### config.mk
export PLATFORM = sky130hd
export DESIGN_NAME = bsrba_core
export DESIGN_NICKNAME = d
export VERILOG_FILES = /design/src/verilog/bsrba_pkg.sv /design/src/verilog/bsrba_core.sv
export VERILOG_INCLUDE_DIRS = /design/src /design/src/verilog
export SDC_FILE = /design/constraint.sdc
export NUM_CORES = 2
export LEC_CHECK = 0
export BUFFER_PORTS_ARGS = -buffer_cell sky130_fd_sc_hd__clkbuf_2
export CELL_PAD_IN_SITES_DETAIL_PLACEMENT = 0
export CELL_PAD_IN_SITES_GLOBAL_PLACEMENT = 2
export CORE_MARGIN = 2
export CORE_UTILIZATION = 36
export DETAILED_ROUTE_END_ITERATION = 8
export PLACE_DENSITY = 0.83
export SLEW_MARGIN = 20
export SYNTH_ARGS = -nofsm -noshare
export SYNTH_HDL_FRONTEND = slang
export SYNTH_SLANG_ARGS = --single-unit
### constraint.sdc
create_clock -name aclk -period 17.77 [get_ports aclk]
set_input_delay 3.554 -clock aclk [delete_from_list [all_inputs] [get_ports aclk]]
set_output_delay 3.554 -clock aclk [all_outputs]
set_load 0.005 [all_outputs]
### src/verilog/bsrba_params.svh
// Purpose: offsets, fields and constants of the bit/shift/bcd datapath
// Assumes: 32-bit axi4-lite data, byte addresses
// Notes: definitions only
`ifndef BSRBA_PARAMS_SVH
`define BSRBA_PARAMS_SVH
`define BSRBA_ADDR_W 8
`define BSRBA_OFS_CTRL 8'h00
`define BSRBA_OFS_DEST 8'h04
`define BSRBA_OFS_SRC 8'h08
`define BSRBA_OFS_COUNT 8'h0c
`define BSRBA_OFS_FLAGS 8'h10
`define BSRBA_OFS_STATUS 8'h14
`define BSRBA_CTRL_GO 31
`define BSRBA_CTRL_OP 4:0
`define BSRBA_CTRL_SIZE 9:8
`define BSRBA_CTRL_COND 15:12
`define BSRBA_COUNT_F 4:0
`define BSRBA_F_CARRY 0
`define BSRBA_F_PARITY 1
`define BSRBA_F_AUX 2
`define BSRBA_F_ZERO 3
`define BSRBA_F_SIGN 4
`define BSRBA_F_OVFL 5
`define BSRBA_LOW_F 7:0
`define BSRBA_HIGH_F 15:8
`define BSRBA_ST_BUSY 0
`define BSRBA_ST_SRCZ 1
`define BSRBA_MASK_B 32'h0000_00ff
`define BSRBA_MASK_W 32'h0000_ffff
`define BSRBA_MASK_D 32'hffff_ffff
`define BSRBA_TOP_B 5'h07
`define BSRBA_TOP_W 5'h0f
`define BSRBA_TOP_D 5'h1f
`define BSRBA_NIB_MASK 8'h0f
`define BSRBA_NIB_MAX 8'h09
`define BSRBA_PACK_MAX 8'h99
`define BSRBA_ADJ_LO 8'h06
`define BSRBA_ADJ_HI 8'h60
`define BSRBA_DEC_BASE 8'h0a
`define BSRBA_RESP_OKAY 2'b00
`define BSRBA_RESP_SLVERR 2'b10
`endif

### src/verilog/bsrba_pkg.sv
// Purpose: types of the bit/shift/bcd datapath
// Assumes: bsrba_params.svh for numbers
// Notes: one-hot state codes
package bsrba_pkg;
    typedef enum logic [4:0] {
        OP_AND = 5'h00, OP_OR = 5'h01, OP_XOR = 5'h02, OP_NOT = 5'h03,
        OP_SLL = 5'h04, OP_SRL = 5'h05, OP_SRA = 5'h06, OP_DSL = 5'h07,
        OP_DSR = 5'h08, OP_RTL = 5'h09, OP_RTR = 5'h0a, OP_RTCL = 5'h0b,
        OP_RTCR = 5'h0c, OP_BTST = 5'h0d, OP_BSET = 5'h0e, OP_BCLR = 5'h0f,
        OP_BINV = 5'h10, OP_SCUP = 5'h11, OP_SCDN = 5'h12, OP_SETC = 5'h13,
        OP_PADD = 5'h14, OP_PSUB = 5'h15, OP_UADD = 5'h16, OP_USUB = 5'h17,
        OP_UMUL = 5'h18, OP_UDIV = 5'h19
    } bsrba_op_type;
    typedef enum logic [1:0] {
        SZ_BYTE = 2'h0, SZ_WORD = 2'h1, SZ_DWORD = 2'h2
    } bsrba_size_type;
    typedef enum logic [1:0] {
        ST_IDLE = 2'b01, ST_EXEC = 2'b10
    } bsrba_state_type;
    typedef struct packed {
        logic awvalid;
        logic [7:0] awaddr;
        logic wvalid;
        logic [31:0] wdata;
        logic [3:0] wstrb;
        logic bready;
        logic arvalid;
        logic [7:0] araddr;
        logic rready;
    } bsrba_axi_req_type;
    typedef struct packed {
        logic awready;
        logic wready;
        logic bvalid;
        logic [1:0] bresp;
        logic arready;
        logic rvalid;
        logic [31:0] rdata;
        logic [1:0] rresp;
    } bsrba_axi_rsp_type;
    typedef struct packed {
        bsrba_state_type state;
        logic aw_held;
        logic [7:0] aw_addr;
        logic w_held;
        logic [31:0] w_data;
        logic [3:0] w_strb;
        logic bvalid;
        logic [1:0] bresp;
        logic rvalid;
        logic [31:0] rdata;
        logic [1:0] rresp;
        logic [31:0] ctrl;
        logic [31:0] dest;
        logic [31:0] src;
        logic [4:0] count;
        logic [7:0] flags;
        logic src_zero;
    } bsrba_state_rec_type;
endpackage

### src/verilog/bsrba_core.sv
// Purpose: bcd adjust, logic, shift, rotate, bit and set-on-condition datapath
// Assumes: axi4-lite slave, one aclk, synchronous active-low reset
// Notes: an operation runs one cycle after the go write
// Operation
// - packed add adjust fixes low byte to two bcd digits, carry on decimal carry
// - packed sub adjust fixes low byte to two bcd digits, carry on borrow
// - unpacked add adjust keeps low nibble, carry sets and bumps high byte
// - unpacked sub adjust keeps low nibble, borrow sets carry, high byte down
// - unpacked mul adjust splits low byte into tens (high) and units (low)
// - unpacked div prep folds high tens and low units into low byte
// - and, or, xor on two operands and not on one
// - logical left shift shifts by 1..31, zero fill, carry gets last out
// - logical right shift zero fills, carry gets last bit out
// - arithmetic right shift refills with sign, carry gets last out
// - double left shift fills from source, source kept, carry last out
// - rotates take 0..31 and lose no bit; left goes toward msb
// - left rotate through carry treats carry as bit above msb
// - right rotate through carry uses carry between lsb and msb
// - every rotate leaves carry equal to last bit rotated out
// - bit test copies bit to carry, then set, clear, invert or keep
// - scan up from bit 0, scan down from msb, write first set index
// - set byte writes 1 or 0 from condition over five flags
//
// The implementer's own choices: the AXI4-Lite interface to the registers and the address map.
`include "bsrba_params.svh"
`timescale 1ns/100ps
`default_nettype none
module bsrba_core
    import bsrba_pkg::*;
(
    input wire logic aclk,
    input wire logic aresetn,
    input wire bsrba_axi_req_type axi_req,
    output bsrba_axi_rsp_type axi_rsp
);

////////////////////////////////////////////////////////////////////////////////
    bsrba_state_rec_type s_r;
    bsrba_state_rec_type s_nxt;

    function automatic logic [31:0] width_mask(input bsrba_size_type sz);
        case (sz)
            SZ_BYTE: width_mask = `BSRBA_MASK_B;
            SZ_WORD: width_mask = `BSRBA_MASK_W;
            default: width_mask = `BSRBA_MASK_D;
        endcase
    endfunction

    function automatic logic [4:0] top_bit(input bsrba_size_type sz);
        case (sz)
            SZ_BYTE: top_bit = `BSRBA_TOP_B;
            SZ_WORD: top_bit = `BSRBA_TOP_W;
            default: top_bit = `BSRBA_TOP_D;
        endcase
    endfunction

    // per-byte strobe merge
    function automatic logic [31:0] merge(input logic [31:0] old, input logic [31:0] nw,
                                          input logic [3:0] strb);
        merge = old;
        for (int k = 0; k < 4; k++) begin
            if (strb[k]) begin
                merge[k*8 +: 8] = nw[k*8 +: 8];
            end
        end
    endfunction

    function automatic logic cond_met(input logic [3:0] cc, input logic [7:0] f);
        logic base;
        base = 1'b0;
        case (cc[3:1])
            3'h0: base = f[`BSRBA_F_OVFL];
            3'h1: base = f[`BSRBA_F_CARRY];
            3'h2: base = f[`BSRBA_F_ZERO];
            3'h3: base = f[`BSRBA_F_CARRY] | f[`BSRBA_F_ZERO];
            3'h4: base = f[`BSRBA_F_SIGN];
            3'h5: base = f[`BSRBA_F_PARITY];
            3'h6: base = f[`BSRBA_F_SIGN] ^ f[`BSRBA_F_OVFL];
            default: base = f[`BSRBA_F_ZERO] | (f[`BSRBA_F_SIGN] ^ f[`BSRBA_F_OVFL]);
        endcase
        // odd codes test the negated condition
        cond_met = base ^ cc[0];
    endfunction

////////////////////////////////////////////////////////////////////////////////
    always_comb begin
        bsrba_op_type op;
        bsrba_size_type sz;
        logic [31:0] mk, a, b, r, sv, wmk;
        logic [7:0] fl, lo_b, hi_b;
        logic [4:0] tb, idx;
        logic c, o, nb, left, upd, fire;
        logic [8:0] sum9;
        op = bsrba_op_type'(s_r.ctrl[`BSRBA_CTRL_OP]);
        sz = bsrba_size_type'(s_r.ctrl[`BSRBA_CTRL_SIZE]);
        mk = width_mask(sz);
        tb = top_bit(sz);
        a = s_r.dest & mk;
        b = s_r.src & mk;
        r = a;
        sv = b;
        fl = s_r.flags;
        c = s_r.flags[`BSRBA_F_CARRY];
        o = 1'b0;
        nb = 1'b0;
        left = 1'b0;
        upd = 1'b0;
        wmk = mk;
        idx = 5'h00;
        lo_b = s_r.dest[`BSRBA_LOW_F];
        hi_b = s_r.dest[`BSRBA_HIGH_F];
        sum9 = 9'h000;
        fire = 1'b0;
        s_nxt = s_r;

        // ---- datapath ----
        case (op)
            OP_AND: begin
                r = a & b;
                upd = 1'b1;
            end
            OP_OR: begin
                r = a | b;
                upd = 1'b1;
            end
            OP_XOR: begin
                r = a ^ b;
                upd = 1'b1;
            end
            OP_NOT: begin
                r = ~a & mk;
            end
            OP_SLL, OP_SRL, OP_SRA, OP_DSL, OP_DSR,
            OP_RTL, OP_RTR, OP_RTCL, OP_RTCR: begin
                left = (op == OP_SLL) || (op == OP_DSL) || (op == OP_RTL) || (op == OP_RTCL);
                // one bit per step; a count of zero leaves all untouched
                for (int i = 0; i < 31; i++) begin
                    if (5'(i) < s_r.count) begin
                        if (left) begin
                            o = r[tb];
                            case (op)
                                OP_RTL: nb = o;
                                OP_RTCL: nb = c;
                                OP_DSL: nb = sv[tb];
                                default: nb = 1'b0;
                            endcase
                            r = ((r << 1) | {31'h0, nb}) & mk;
                            sv = (sv << 1) & mk;
                        end else begin
                            o = r[0];
                            case (op)
                                OP_SRA: nb = r[tb];
                                OP_RTR: nb = o;
                                OP_RTCR: nb = c;
                                OP_DSR: nb = sv[0];
                                default: nb = 1'b0;
                            endcase
                            r = (r >> 1) | ({31'h0, nb} << tb);
                            sv = sv >> 1;
                        end
                        c = o;
                    end
                end
                fl[`BSRBA_F_CARRY] = c;
                // rotates touch only carry; shifts also refresh result flags
                upd = (s_r.count != 5'h00) && (op != OP_RTL) && (op != OP_RTR)
                    && (op != OP_RTCL) && (op != OP_RTCR);
            end
            OP_BTST, OP_BSET, OP_BCLR, OP_BINV: begin
                idx = s_r.count & tb;
                fl[`BSRBA_F_CARRY] = a[idx];
                case (op)
                    OP_BSET: r[idx] = 1'b1;
                    OP_BCLR: r[idx] = 1'b0;
                    OP_BINV: r[idx] = ~a[idx];
                    default: r = a;
                endcase
            end
            OP_SCUP: begin
                // descending walk so the lowest set bit is kept last
                for (int i = 31; i >= 0; i--) begin
                    if (b[i]) begin
                        r = 32'(i);
                    end
                end
                fl[`BSRBA_F_ZERO] = (b == 32'h0);
            end
            OP_SCDN: begin
                for (int i = 0; i < 32; i++) begin
                    if (b[i]) begin
                        r = 32'(i);
                    end
                end
                fl[`BSRBA_F_ZERO] = (b == 32'h0);
            end
            OP_SETC: begin
                wmk = `BSRBA_MASK_B;
                r = {31'h0, cond_met(s_r.ctrl[`BSRBA_CTRL_COND], s_r.flags)};
            end
            OP_PADD: begin
                wmk = `BSRBA_MASK_B;
                if ((lo_b & `BSRBA_NIB_MASK) > `BSRBA_NIB_MAX || s_r.flags[`BSRBA_F_AUX]) begin
                    sum9 = {1'b0, lo_b} + {1'b0, `BSRBA_ADJ_LO};
                    fl[`BSRBA_F_AUX] = 1'b1;
                end else begin
                    sum9 = {1'b0, lo_b};
                    fl[`BSRBA_F_AUX] = 1'b0;
                end
                if (lo_b > `BSRBA_PACK_MAX || s_r.flags[`BSRBA_F_CARRY]) begin
                    sum9[7:0] = sum9[7:0] + `BSRBA_ADJ_HI;
                    fl[`BSRBA_F_CARRY] = 1'b1;
                end else begin
                    fl[`BSRBA_F_CARRY] = 1'b0;
                end
                r = {24'h0, sum9[7:0]};
                upd = 1'b1;
            end
            OP_PSUB: begin
                wmk = `BSRBA_MASK_B;
                if ((lo_b & `BSRBA_NIB_MASK) > `BSRBA_NIB_MAX || s_r.flags[`BSRBA_F_AUX]) begin
                    sum9 = {1'b0, lo_b} - {1'b0, `BSRBA_ADJ_LO};
                    fl[`BSRBA_F_AUX] = 1'b1;
                end else begin
                    sum9 = {1'b0, lo_b};
                    fl[`BSRBA_F_AUX] = 1'b0;
                end
                if (lo_b > `BSRBA_PACK_MAX || s_r.flags[`BSRBA_F_CARRY]) begin
                    sum9[7:0] = sum9[7:0] - `BSRBA_ADJ_HI;
                    fl[`BSRBA_F_CARRY] = 1'b1;
                end else begin
                    fl[`BSRBA_F_CARRY] = 1'b0;
                end
                r = {24'h0, sum9[7:0]};
                upd = 1'b1;
            end
            OP_UADD, OP_USUB: begin
                wmk = `BSRBA_MASK_W;
                if ((lo_b & `BSRBA_NIB_MASK) > `BSRBA_NIB_MAX || s_r.flags[`BSRBA_F_AUX]) begin
                    if (op == OP_UADD) begin
                        lo_b = lo_b + `BSRBA_ADJ_LO;
                        hi_b = hi_b + 8'h01;
                    end else begin
                        lo_b = lo_b - `BSRBA_ADJ_LO;
                        hi_b = hi_b - 8'h01;
                    end
                    fl[`BSRBA_F_CARRY] = 1'b1;
                    fl[`BSRBA_F_AUX] = 1'b1;
                end else begin
                    fl[`BSRBA_F_CARRY] = 1'b0;
                    fl[`BSRBA_F_AUX] = 1'b0;
                end
                r = {16'h0, hi_b, lo_b & `BSRBA_NIB_MASK};
            end
            OP_UMUL: begin
                wmk = `BSRBA_MASK_W;
                r = {16'h0, lo_b / `BSRBA_DEC_BASE, lo_b % `BSRBA_DEC_BASE};
                upd = 1'b1;
            end
            OP_UDIV: begin
                wmk = `BSRBA_MASK_W;
                // high byte cleared so a following divide sees one byte
                r = {16'h0, 8'h00, 8'(hi_b * `BSRBA_DEC_BASE + lo_b)};
                upd = 1'b1;
            end
            default: begin
                r = a;
            end
        endcase
        if (upd) begin
            fl[`BSRBA_F_ZERO] = ((r & wmk) == 32'h0);
            fl[`BSRBA_F_SIGN] = (wmk == `BSRBA_MASK_B) ? r[7] : r[tb];
            fl[`BSRBA_F_PARITY] = ~^r[7:0];
        end
        if (op == OP_AND || op == OP_OR || op == OP_XOR) begin
            fl[`BSRBA_F_CARRY] = 1'b0;
            fl[`BSRBA_F_OVFL] = 1'b0;
        end

        // ---- sequencing ----
        case (s_r.state)
            ST_IDLE: begin
            end
            ST_EXEC: begin
                // bit test, and a scan of a zero source, leave the operand untouched
                if (op != OP_BTST && !((op == OP_SCUP || op == OP_SCDN) && b == 32'h0)) begin
                    s_nxt.dest = (s_r.dest & ~wmk) | (r & wmk);
                end
                s_nxt.src_zero = (b == 32'h0);
                s_nxt.flags = fl;
                s_nxt.state = ST_IDLE;
            end
            default: begin
                s_nxt.state = ST_IDLE;
            end
        endcase

        // ---- axi4-lite write ----
        // writes are held off while an operation runs, so no register has two writers
        if (axi_req.awvalid && axi_rsp.awready) begin
            s_nxt.aw_held = 1'b1;
            s_nxt.aw_addr = axi_req.awaddr;
        end
        if (axi_req.wvalid && axi_rsp.wready) begin
            s_nxt.w_held = 1'b1;
            s_nxt.w_data = axi_req.wdata;
            s_nxt.w_strb = axi_req.wstrb;
        end
        if (s_r.aw_held && s_r.w_held && !s_r.bvalid) begin
            s_nxt.aw_held = 1'b0;
            s_nxt.w_held = 1'b0;
            s_nxt.bvalid = 1'b1;
            s_nxt.bresp = `BSRBA_RESP_OKAY;
            case ({s_r.aw_addr[7:2], 2'b00})
                `BSRBA_OFS_CTRL: begin
                    s_nxt.ctrl = merge(s_r.ctrl, s_r.w_data, s_r.w_strb);
                    fire = s_r.w_strb[3] && s_r.w_data[`BSRBA_CTRL_GO];
                    s_nxt.ctrl[`BSRBA_CTRL_GO] = 1'b0;
                end
                `BSRBA_OFS_DEST: s_nxt.dest = merge(s_r.dest, s_r.w_data, s_r.w_strb);
                `BSRBA_OFS_SRC: s_nxt.src = merge(s_r.src, s_r.w_data, s_r.w_strb);
                `BSRBA_OFS_COUNT: begin
                    if (s_r.w_strb[0]) begin
                        s_nxt.count = s_r.w_data[`BSRBA_COUNT_F];
                    end
                end
                `BSRBA_OFS_FLAGS: begin
                    if (s_r.w_strb[0]) begin
                        s_nxt.flags = s_r.w_data[7:0];
                    end
                end
                `BSRBA_OFS_STATUS: begin
                end
                default: s_nxt.bresp = `BSRBA_RESP_SLVERR;
            endcase
            if (fire) begin
                s_nxt.state = ST_EXEC;
            end
        end
        if (s_r.bvalid && axi_req.bready) begin
            s_nxt.bvalid = 1'b0;
        end

        // ---- axi4-lite read ----
        if (axi_req.arvalid && axi_rsp.arready) begin
            s_nxt.rvalid = 1'b1;
            s_nxt.rresp = `BSRBA_RESP_OKAY;
            case ({axi_req.araddr[7:2], 2'b00})
                `BSRBA_OFS_CTRL: s_nxt.rdata = s_r.ctrl;
                `BSRBA_OFS_DEST: s_nxt.rdata = s_r.dest;
                `BSRBA_OFS_SRC: s_nxt.rdata = s_r.src;
                `BSRBA_OFS_COUNT: s_nxt.rdata = {27'h0, s_r.count};
                `BSRBA_OFS_FLAGS: s_nxt.rdata = {24'h0, s_r.flags};
                `BSRBA_OFS_STATUS: begin
                    s_nxt.rdata = 32'h0;
                    s_nxt.rdata[`BSRBA_ST_BUSY] = (s_r.state != ST_IDLE);
                    s_nxt.rdata[`BSRBA_ST_SRCZ] = s_r.src_zero;
                end
                default: begin
                    s_nxt.rdata = 32'h0;
                    s_nxt.rresp = `BSRBA_RESP_SLVERR;
                end
            endcase
        end else if (s_r.rvalid && axi_req.rready) begin
            s_nxt.rvalid = 1'b0;
        end
    end

////////////////////////////////////////////////////////////////////////////////
    always_comb begin
        axi_rsp.awready = !s_r.aw_held && !s_r.bvalid && (s_r.state == ST_IDLE);
        axi_rsp.wready = !s_r.w_held && !s_r.bvalid && (s_r.state == ST_IDLE);
        axi_rsp.bvalid = s_r.bvalid;
        axi_rsp.bresp = s_r.bresp;
        axi_rsp.arready = !s_r.rvalid;
        axi_rsp.rvalid = s_r.rvalid;
        axi_rsp.rdata = s_r.rdata;
        axi_rsp.rresp = s_r.rresp;
    end

    always_ff @(posedge aclk) begin
        if (!aresetn) begin
            s_r <= '{state: ST_IDLE, default: '0};
        end else begin
            s_r <= s_nxt;
        end
    end

endmodule
`default_nettype wire

==> results.txt <==
status -> finished clean
post-synthesis average cell area -> 6.061 um2
fraction of final layout cells sized beyond drive strength 1 -> 0.1311
#FFs+latches synth -> 191
worst slew pin tran -> 1.407 ns
design area -> 0.06446 mm2
slowest stage delay, CP -> 0.93 ns
die width -> 406.7 um
pwr dens -> 14.10 mW/mm2
final hold violations -> 0
Flop pwr share -> 0.496
crit-path most repeated cell -> buf_4
FF-to-FF setup slack -> 0.04 ns
final worst slack -> 0.04425 ns
initial DRC count -> 17813
Synth cell types -> 133
Slew Limit Fails -> 0
Die ar. -> 0.1654 mm2
area delta synth->final -> 10.40%
final setup fails -> 0
global route overflow -> 0
vias in the first global route -> 79945
Post-Place Cells -> 11659
dpl cell area -> 0.06358 mm2
Post-synth EDFFs -> 0
kind of end point of the critical path -> flop
CTS tree -> done
worst min path class -> reg -> reg
CTS Root Cell -> clkbuf_16
Critical-path top delay cell -> mux2i_1
Peak Freq -> 0.05642 GHz
Die Ht -> 406.7 um
RePlAce Congestion -> 1.120
wire length per cell -> 39.28 um
cells after synthesis -> 9633
Req. time, crit path -> 18.14 ns
CTS clock-pin slew for the worst setup and hold paths -> 0.08 ns
clock skew -> 0.01863 ns
Final period util -> 0.9975
register area share after synthesis -> 0.06549
Final min period -> 17.73 ns
Slew Limit Headroom -> 0.05811
count leader, synth -> nand2_1
cell row count -> 147
top area cells in the synthesized netlist -> a21oi_1 (8.3%), nand2_1 (7.9%), o21ai_0 (7.4%)
Post-route DRC -> 0
pre-CTS setup slack -> 1.009 ns
Finished Layout Cells -> 11712
ys flop type -> dfxtp_1
area leader, netlist -> a21oi_1
post-synth design cell area -> 0.05839 mm2
largest net degree at the start of global routing -> 147
WHS -> 0.4668 ns
number of I/O port buffers -> 93
maximum VDD drop -> 63.74 uV
DRT antenna net count -> 0
Logic pwr share -> 0.066
number of top-level pins -> 100
startpoint types -> flop
post-synth top area share -> 0.08332
arrival time at the worst endpoint -> 18.10 ns
initial antenna violation count -> 28
Max-Cap Viols -> 0
first-pass GRT wire length -> 635900 um
Sink Count -> 191
Leak -> 22.17 nW
drt total wl -> 460000 um
Sw Pwr -> 0.0002496 W
Sw Ratio -> 0.2747
Worst-Skew Late Latency -> 0.46 ns
drt pass-1 iters -> 7
hpwl dp -> 343900 um
initial core utilization -> 0.3632
worst-path fanout max -> 10
Via-to-Cell Ratio -> 7.645
RSZ-0062 raised after global routing -> false
Clock Tree Buf Depth -> 2
asr flop ratio synth -> 0
TritonCTS buffer count -> 17
Core Footprint -> 0.1608 mm2
Commonest cells post-synth -> nand2_1 (1226), nor2_1 (1029), a21oi_1 (972), o21ai_0 (858), clkbuf_1 (646)
DR vias -> 89535
Synth warnings -> 0
internal power -> 0.0006591 W
gr usage total -> 0.5305
clock power share -> 0.438
final net count -> 9689
Post-CTS Setup Bufs -> 0
depth of the CTS H-tree -> 4
Post-Route Setup TNS -> 0 ns
kind of critical path -> reg -> reg
## metrics by stage
step             util   power, W
2_1_floorplan       -  0.0004927
3_3_place_gp   0.3955  0.0005177
3_5_place_dp   0.3955  0.0005188
4_1_cts        0.3992  0.0009070
5_1_grt        0.4008  0.0009320
6_report       0.4010  0.0009087
## layout by cell type (no fill, tap or decap), types with 76 or more instances in the layout
cell type,instances
a211oi_1,255
a21boi_0,127
a21o_1,101
a21oi_1,962
a221oi_1,106
a22oi_1,135
a31oi_1,242
and2_1,108
buf_4,723
clkbuf_2,92
dfxtp_1,181
ha_1,100
inv_1,130
mux2i_1,87
nand2_1,1215
nand3_1,365
nor2_1,991
nor3_1,310
o211ai_1,240
o21a_1,80
o21ai_0,852
o21ai_1,76
o221ai_1,93
o22ai_1,136
o31ai_1,146
## what timing repair did
| action | 4_1_cts | 5_1_grt |
|---|---|---|
| hold buffers | 0 | 0 |
| endpoints found under the setup margin | 0 | 3 |
| gates resized for setup | 0 | 19 |
## routing by layer
metal | vias up | routed length, um | part of all wire | global-route usage
met5 | - | 300 | 0.00065 | 0.003271
met4 | 30 | 41590 | 0.090 | 0.3891
met2 | 8293 | 173900 | 0.38 | 0.7041
met1 | 42673 | 175200 | 0.38 | 0.6821
met3 | 1783 | 69000 | 0.15 | 0.2084
li1 | 36756 | - | - | -
## cell type report
| type | instances | area [um2] |
|---|---|---|
| multi-input cells | 8347 | 50640 |
| flip-flops and latches | 191 | 3841 |
| repair buffers | 828 | 6108 |
| well taps | 2160 | 2703 |
| inverters | 141 | 535.5 |
| fillers | 17855 | 96290 |
| clock inverters | 14 | 171.4 |
| diodes | 13 | 32.53 |
| clock buffers | 18 | 429.2 |
## worst paths after layout
check / from / endpoint / depth (start not counted)
worst min-delay path: s_r[83] / s_r[83] / 2
worst max register to register: s_r[86] / s_r[4] / 59
worst min register to register: s_r[83] / s_r[83] / 2
worst max-delay path: s_r[86] / s_r[4] / 59
## worst max-delay path: cells and delay by family (launching register included)
kind | cells | cell delay (ns)
compound gates | 36 | 10.71
simple gates | 15 | 3.88
buf+inv | 6 | 1.24
mux | 1 | 0.93
flops | 1 | 0.71
fa+ha+maj | 1 | 0.15
## sequential cells by signal, summed over array words and instances, names as in the netlist
register / count
s_r: 155
axi_rsp: 36
## power by group through the flow
stage          Sequential [W]  Clock, W  Combinational [W]
3_3_place_gp         0.000460         0          0.0000582
4_1_cts              0.000450  0.000398          0.0000592
6_report             0.000451  0.000398          0.0000601
2_1_floorplan        0.000451         0          0.0000414
5_1_grt              0.000451  0.000415          0.0000653
3_5_place_dp         0.000460         0          0.0000590
## kinds of logic after synthesis
group	count (synthesis)	share of synthesized area
AOI/OAI and AO/OA	4447	0.5193
xor gates and xnor gates	44	0.006600
adders and majority gates	104	0.02280
buffers and inverters	1096	0.07830
DFF	191	0.06549
muxes	131	0.02606
other	1	0.00006423
and+or+nand+nor	3619	0.2813
Note: power is estimated with default switching activity, not from simulation.
